--- src/rtl/alu_exec_pkg.sv ---
// Constants, opcode layout and carrier types for the add / and / bit execution block.
// Assumes a core that issues one 14-bit instruction word per instruction clock.
//
// Operation
// - Literal add: accumulator plus 8-bit immediate goes back into the accumulator.
// - Register add: accumulator plus addressed file register goes to the chosen destination.
// - Destination bit 0 writes the accumulator, 1 writes the source file register.
// - Both adds update carry, nibble overflow and zero flags from the result.
// - Literal AND: accumulator AND immediate into accumulator; only zero flag changes.
// - Register AND: accumulator AND file register to destination; only zero flag changes.
// - Bit clear forces the selected bit of the file register to zero, no flags.
// - Bit set forces the selected bit of the file register to one, no flags.
// - Skip-if-zero discards the next instruction when the tested bit is zero.
// - Skip-if-one discards the next instruction when the tested bit is one.
// - I/O registers modified from themselves use the pin levels as operand.
package alu_exec_pkg;

  localparam int DATA_W = 8;
  localparam int INSTR_W = 14;
  localparam int FADDR_W = 7;

  // Field positions inside the instruction word
  localparam int DEST_POS = 7;
  localparam int BITSEL_LSB = 7;
  localparam int BITSEL_MSB = 9;
  localparam int NIBBLE_MSB = 3;
  localparam int OPC_MSB = 13;
  localparam int OPC6_LSB = 8;
  localparam int OPC5_LSB = 9;
  localparam int OPC4_LSB = 10;

  // Opcode match values, compared against the upper bits of the word
  localparam logic [5:0] ADD_REG_CODE = 6'h07;   // bits 13:8
  localparam logic [5:0] AND_REG_CODE = 6'h05;   // bits 13:8
  localparam logic [3:0] BCLR_CODE = 4'h4;     // bits 13:10
  localparam logic [3:0] BSET_CODE = 4'h5;     // bits 13:10
  localparam logic [3:0] BTSZ_CODE = 4'h6;     // bits 13:10
  localparam logic [3:0] BTSO_CODE = 4'h7;     // bits 13:10
  localparam logic [4:0] ADD_LIT_CODE = 5'h1F;   // bits 13:9
  localparam logic [5:0] AND_LIT_CODE = 6'h39;   // bits 13:8

  // Values after reset
  localparam logic [DATA_W-1:0] ACC_RST = 8'h00;
  localparam logic [DATA_W-1:0] PIN_RST = 8'h00;
  localparam logic [FADDR_W-1:0] ADDR_RST = 7'h00;

  typedef enum logic [3:0] {
    OP_NONE = 4'b0000,
    OP_ADD_LIT = 4'b0001,
    OP_ADD_REG = 4'b0010,
    OP_AND_LIT = 4'b0011,
    OP_AND_REG = 4'b0100,
    OP_BIT_CLR = 4'b0101,
    OP_BIT_SET = 4'b0110,
    OP_SKIP_ZERO = 4'b0111,
    OP_SKIP_ONE = 4'b1000
  } op_t;

  typedef struct packed {
    logic valid;
    logic [INSTR_W-1:0] word;
  } instr_t;

  typedef struct packed {
    logic carry;
    logic nibble_overflow_flag;
    logic zero;
  } status_t;

  typedef struct packed {
    logic en;
    logic [FADDR_W-1:0] addr;
    logic [DATA_W-1:0] data;
  } file_wr_t;

endpackage

--- src/rtl/alu_exec.sv ---
// Execution datapath for literal/register add and AND, bit clear/set and bit tests.
// Assumes the core presents the addressed file register's value with the instruction
// on the same clock, and flags it when that register is an I/O port.
`timescale 1ns/10ps
module alu_exec
  import alu_exec_pkg::*;
(
  input wire logic ref_clk_i,
  input wire logic sys_rst_i,
  input wire instr_t instr_i,
  input wire logic [DATA_W-1:0] file_rdata_i,
  input wire logic file_is_io_i,
  input wire logic [DATA_W-1:0] pin_level_i,
  output logic [DATA_W-1:0] acc_o,
  output status_t status_o,
  output file_wr_t file_wr_o,
  output logic skip_o
);

  typedef struct packed {
    logic [DATA_W-1:0] pin_meta;
    logic [DATA_W-1:0] pin_sync;
    logic [DATA_W-1:0] acc;
    status_t flags;
    file_wr_t wr;
    logic skip_pend;
    logic skip;
  } state_t;

  state_t state_reg;
  state_t state_next;

  // Decode the instruction word into one of the handled operations
  function automatic op_t decode_op(input logic [INSTR_W-1:0] w);
    op_t op;
    op = OP_NONE;
    if (w[OPC_MSB:OPC5_LSB] == ADD_LIT_CODE) begin
      op = OP_ADD_LIT;
    end else if (w[OPC_MSB:OPC6_LSB] == AND_LIT_CODE) begin
      op = OP_AND_LIT;
    end else if (w[OPC_MSB:OPC6_LSB] == ADD_REG_CODE) begin
      op = OP_ADD_REG;
    end else if (w[OPC_MSB:OPC6_LSB] == AND_REG_CODE) begin
      op = OP_AND_REG;
    end else begin
      case (w[OPC_MSB:OPC4_LSB])
        BCLR_CODE: op = OP_BIT_CLR;
        BSET_CODE: op = OP_BIT_SET;
        BTSZ_CODE: op = OP_SKIP_ZERO;
        BTSO_CODE: op = OP_SKIP_ONE;
        default: op = OP_NONE;
      endcase
    end
    return op;
  endfunction

  // Add with carry out of bit 7 and out of bit 3
  function automatic logic [DATA_W+1:0] add_flags(input logic [DATA_W-1:0] a,
                                                  input logic [DATA_W-1:0] b);
    logic [DATA_W:0] sum;
    logic [NIBBLE_MSB+1:0] nib;
    sum = {1'b0, a} + {1'b0, b};
    nib = {1'b0, a[NIBBLE_MSB:0]} + {1'b0, b[NIBBLE_MSB:0]};
    return {nib[NIBBLE_MSB+1], sum};
  endfunction

  op_t op;
  logic [DATA_W-1:0] operand;
  logic [DATA_W-1:0] literal;
  logic [DATA_W+1:0] lit_add;
  logic [DATA_W+1:0] reg_add;
  logic [DATA_W-1:0] bit_mask;
  logic to_file;
  logic tested_bit;

  // Operand selection and arithmetic shared by the state update
  always_comb begin
    op = decode_op(instr_i.word);
    literal = instr_i.word[DATA_W-1:0];
    // Pin levels, not latch contents, for I/O ports; costs two cycles of pin lag
    operand = file_is_io_i ? state_reg.pin_sync : file_rdata_i;
    lit_add = add_flags(state_reg.acc, literal);
    reg_add = add_flags(state_reg.acc, operand);
    bit_mask = 8'h01 << instr_i.word[BITSEL_MSB:BITSEL_LSB];
    to_file = instr_i.word[DEST_POS];
    tested_bit = |(operand & bit_mask);
  end

  // Next state: one instruction per clock, discarded when a skip is pending
  always_comb begin
    state_next = state_reg;
    state_next.pin_meta = pin_level_i;
    state_next.pin_sync = state_reg.pin_meta;
    state_next.wr.en = 1'b0;
    state_next.skip = 1'b0;
    if (instr_i.valid && state_reg.skip_pend) begin
      // Discarded slot runs as a no-operation
      state_next.skip_pend = 1'b0;
    end else if (instr_i.valid) begin
      state_next.wr.addr = instr_i.word[FADDR_W-1:0];
      case (op)
        OP_ADD_LIT: begin
          state_next.acc = lit_add[DATA_W-1:0];
          state_next.flags.carry = lit_add[DATA_W];
          state_next.flags.nibble_overflow_flag = lit_add[DATA_W+1];
          state_next.flags.zero = (lit_add[DATA_W-1:0] == 8'h00);
        end
        OP_ADD_REG: begin
          if (to_file) begin
            state_next.wr.en = 1'b1;
            state_next.wr.data = reg_add[DATA_W-1:0];
          end else begin
            state_next.acc = reg_add[DATA_W-1:0];
          end
          state_next.flags.carry = reg_add[DATA_W];
          state_next.flags.nibble_overflow_flag = reg_add[DATA_W+1];
          state_next.flags.zero = (reg_add[DATA_W-1:0] == 8'h00);
        end
        OP_AND_LIT: begin
          state_next.acc = state_reg.acc & literal;
          state_next.flags.zero = ((state_reg.acc & literal) == 8'h00);
        end
        OP_AND_REG: begin
          if (to_file) begin
            state_next.wr.en = 1'b1;
            state_next.wr.data = state_reg.acc & operand;
          end else begin
            state_next.acc = state_reg.acc & operand;
          end
          state_next.flags.zero = ((state_reg.acc & operand) == 8'h00);
        end
        OP_BIT_CLR: begin
          state_next.wr.en = 1'b1;
          state_next.wr.data = operand & ~bit_mask;
        end
        OP_BIT_SET: begin
          state_next.wr.en = 1'b1;
          state_next.wr.data = operand | bit_mask;
        end
        OP_SKIP_ZERO: begin
          state_next.skip_pend = ~tested_bit;
          state_next.skip = ~tested_bit;
        end
        OP_SKIP_ONE: begin
          state_next.skip_pend = tested_bit;
          state_next.skip = tested_bit;
        end
        default: begin
          // Instructions owned by other blocks leave accumulator, flags and pending skip alone; wr.addr still takes the word's low bits
        end
      endcase
    end
  end

  // Single state register, synchronous reset
  always_ff @(posedge ref_clk_i) begin
    if (sys_rst_i) begin
      state_reg.pin_meta <= PIN_RST;
      state_reg.pin_sync <= PIN_RST;
      state_reg.acc <= ACC_RST;
      state_reg.flags <= '0;
      state_reg.wr.en <= 1'b0;
      state_reg.wr.addr <= ADDR_RST;
      state_reg.wr.data <= ACC_RST;
      state_reg.skip_pend <= 1'b0;
      state_reg.skip <= 1'b0;
    end else begin
      state_reg <= state_next;
    end
  end

  // Outputs straight from the state register
  assign acc_o = state_reg.acc;
  assign status_o = state_reg.flags;
  assign file_wr_o = state_reg.wr;
  assign skip_o = state_reg.skip;

endmodule // alu_exec

--- config.mk ---
export PLATFORM = sky130hd
export DESIGN_NAME = alu_exec
export DESIGN_NICKNAME = d
export VERILOG_FILES = /design/src/rtl/alu_exec_pkg.sv /design/src/rtl/alu_exec.sv
export SDC_FILE = /design/constraint.sdc
export NUM_CORES = 1
export LEC_CHECK = 0
export ABC_AREA = 0
export ABC_CLOCK_PERIOD_IN_PS = 3500
export BUFFER_PORTS_ARGS = -buffer_cell sky130_fd_sc_hd__buf_2
export CELL_PAD_IN_SITES_DETAIL_PLACEMENT = 0
export CELL_PAD_IN_SITES_GLOBAL_PLACEMENT = 1
export CORE_MARGIN = 4
export CORE_UTILIZATION = 42
export DETAILED_ROUTE_END_ITERATION = 7
export HOLD_SLACK_MARGIN = 0.1
export PLACE_DENSITY = 0.82
export REMOVE_ABC_BUFFERS = 1
export SLEW_MARGIN = 40
export SYNTH_ARGS = -nofsm -noshare
export SYNTH_HDL_FRONTEND = slang
export SYNTH_SLANG_ARGS = --single-unit
--- constraint.sdc ---
create_clock -name ref_clk_i -period 3.5 [get_ports ref_clk_i]
set_input_delay 0.175 -clock ref_clk_i [delete_from_list [all_inputs] [get_ports ref_clk_i]]
set_output_delay 0.175 -clock ref_clk_i [all_outputs]
set_load 0.005 [all_outputs]
==> impl_metrics.ini <==
[min_path]
hold_class = in2reg

[run]
cap_viol_max_count = 0

[layout]
fillers = 739
drive_above_1_share_pct = 23.1
finalNetCount = 466
diodes = 0
multi_input_area_um2 = 2010
ff_latch_area_um2 = 901
largest_reg_flops = 16
design_area_um2 = 3560
area.growth.synth_to_final_pct = 9.14

[yosys]
syn_area_um2 = 3260
ys_ff_latch = 45
synthCells = 380
ys_seq_area_share_pct = 27.6
yosys_warnings = 0
synth_cell_types = 59
synthTopCellsByArea = dfxtp_1 (28%), ha_1 (7.3%), buf_4 (6.4%)
ys.flop_type = dfxtp_1
yosys.area.top_type = dfxtp_1
synth_area_per_cell_um2 = 8.58
synthArstFlopShare_pct = 0
synth.most_common_cell = dfxtp_1
synth_common_cells = dfxtp_1 (45), nand2_1 (36), nor2_1 (30), buf_4 (28), a21oi_1 (23)
synth_top_area_share_pct = 27.6
synth_edf_count = 0

[place]
place_congestion = 0.905
dp_hpwl_um = 6490
place_ws_ns = 0.600
portBuffers = 61
placed_area_um2 = 3400

[run_status]
status = finished, final reports clean

[power_and_ir_drop]
p_per_area_nw_per_um2 = 315
p_leak_nw = 1.50
total_power_mw = 1.12
peakVddDrop_mv = 0.153

[clock_network]
cts.path.max_buffers = 2
cts_tree = yes
cts-htree-levels = 2
ctsRootBufferMaster = clkbuf_8
numClockSinks = 45
numCtsBuffers = 5
clk_pin_slew_worst_paths_ns = 0.09
clock_latency_ns = 0.31
cts_resized = 0

[drt]
routed_wl_um = 8450
drt_iter0_markers = 194
dr.pass1.iters = 6
ant_nets = 0
remaining_drc_errors = 0
vias = 2884
wl_per_cell_um = 16.5
avgViaCountPerCell = 5.64

[timing]
tns_ns = 0
rsz0062_at_grt = no
holdWs_ns = 0.0996
fmax_mhz = 371
worst_slack_ns = 0.807
final-setup-viol-count = 0
final_hold_viol_count = 0
drv_slew = 0
min_period_ns = 2.69
worst_slew_margin_rel_pct = 48.0
clock_skew_ns = 0.00959
max_slew.worst_pin.slew_ns = 0.780
fin_crit_sh_pct = 76.9

[critical_path]
crit_path_top_delay_cell = or4_1
cp_cell_sequence = ha_1 -> fa_1 -> or4_1 -> or3_1 -> o311a_1 -> a211oi_2
cp-start-kind = flop
slowest_delay_ns = 0.56
critPathArrivalTime_ns = 2.93
critical-path-top-delay-family = simple AND/OR/NAND/NOR gates
critical_path_buf_inv_count = 0
crit_fanout = 5
path_class = reg2reg
worstPathRequired_ns = 3.74
endpoint_kind = flop

[grt]
grtUsageTotal_pct = 18.8
gr-total-overflow = 0
antenna_found_initial = 0
grt_pass1_wl_um = 13600
grt_max_degree = 27
grt_pass1_vias = 2795

[floorplanning]
fp.dieH_um = 96.1
die_w_um = 96.1
row_count = 31
core_area_um2 = 7410
die-area_um2 = 9230
start_util_pct = 44.0
io_pins = 62
-- area by class of cell --
class | count | share of cell area (%)
repair buffers | 71 | 11.2
inverters | 10 | 1.06
flip-flops and latches | 45 | 25.3
clock buffers | 5 | 1.93
multi-input cells | 278 | 56.4
well taps | 99 | 3.48
clock inverters | 3 | 0.598
-- worst paths after layout --
path | start | end | slack [ns] | depth (start not counted)
max | acc_o[0] | status_o[0] | 0.81 | 6
min | pin_level_i[5] | state_next[34] | 0.1 | 2
max reg2reg | acc_o[0] | status_o[0] | 0.81 | 6
min reg2reg | state_next[32] | state_reg[32] | 0.45 | 1
-- per-layer routing --
metal / wire length [µm] / vias to the layer above / track usage (%)
met3: 438 / 11 / 2.58
met4: 140 / 0 / 6.04
met5: 0 / - / 0
li1: - / 1431 / -
met1: 3830 / 1360 / 25.2
met2: 4040 / 82 / 31.1
-- what timing repair did --
action | in CTS | in global routing
buffers inserted | 0 | 0
hold buffers | 7 | 0
endpoints found under the hold margin | 7 | 0
-- per-stage QoR --
step | instances | util, %
floorplan | 333 | -
global placement | 496 | 45.9
detailed placement | 496 | 45.9
CTS | 511 | 48.0
global route | 511 | 48.0
finish | 511 | 48.0
-- where the power goes --
group	internal, mW	switching (mW)
clock	0.142	0.194
combinational	0.109	0.133
sequential	0.532	0.0107
total	0.783	0.338
-- cells by family after synthesis --
| group | share of synthesized area [%] |
|---|---|
| DFF | 27.6 |
| and+or+nand+nor | 19.0 |
| AOI/OAI and AO/OA | 22.0 |
| buffers and inverters | 10.8 |
| muxes | 9.10 |
| xor gates and xnor gates | 2.96 |
| adders and majority gates | 8.52 |
-- cell usage in the layout (no fill, tap or decap), drive strengths merged, types with 3 or more instances in the layout --
cell,instances
and3,3
ha,19
nand2,36
nor2b,20
inv,11
xor2,6
a21oi,24
a311oi,6
o21ai,17
o21bai,3
a211oi,11
mux4,5
mux2i,6
dfxtp,45
nand2b,4
a222oi,7
dlygate4sd3,7
o21a,3
nor3,10
nor2,31
o211ai,4
buf,64
a21o,3
a221oi,4
nor4,5
mux2,11
nand3,5
clkbuf,5
xnor2,5
-- worst reg2reg max path, stage by stage, from the launching register on --
cell,delay [ns]
dfxtp_1,0.42
ha_1,0.32
fa_1,0.47
or4_1,0.56
or3_1,0.34
o311a_1,0.31
a211oi_2,0.21
(Power assumes the default switching activity.)
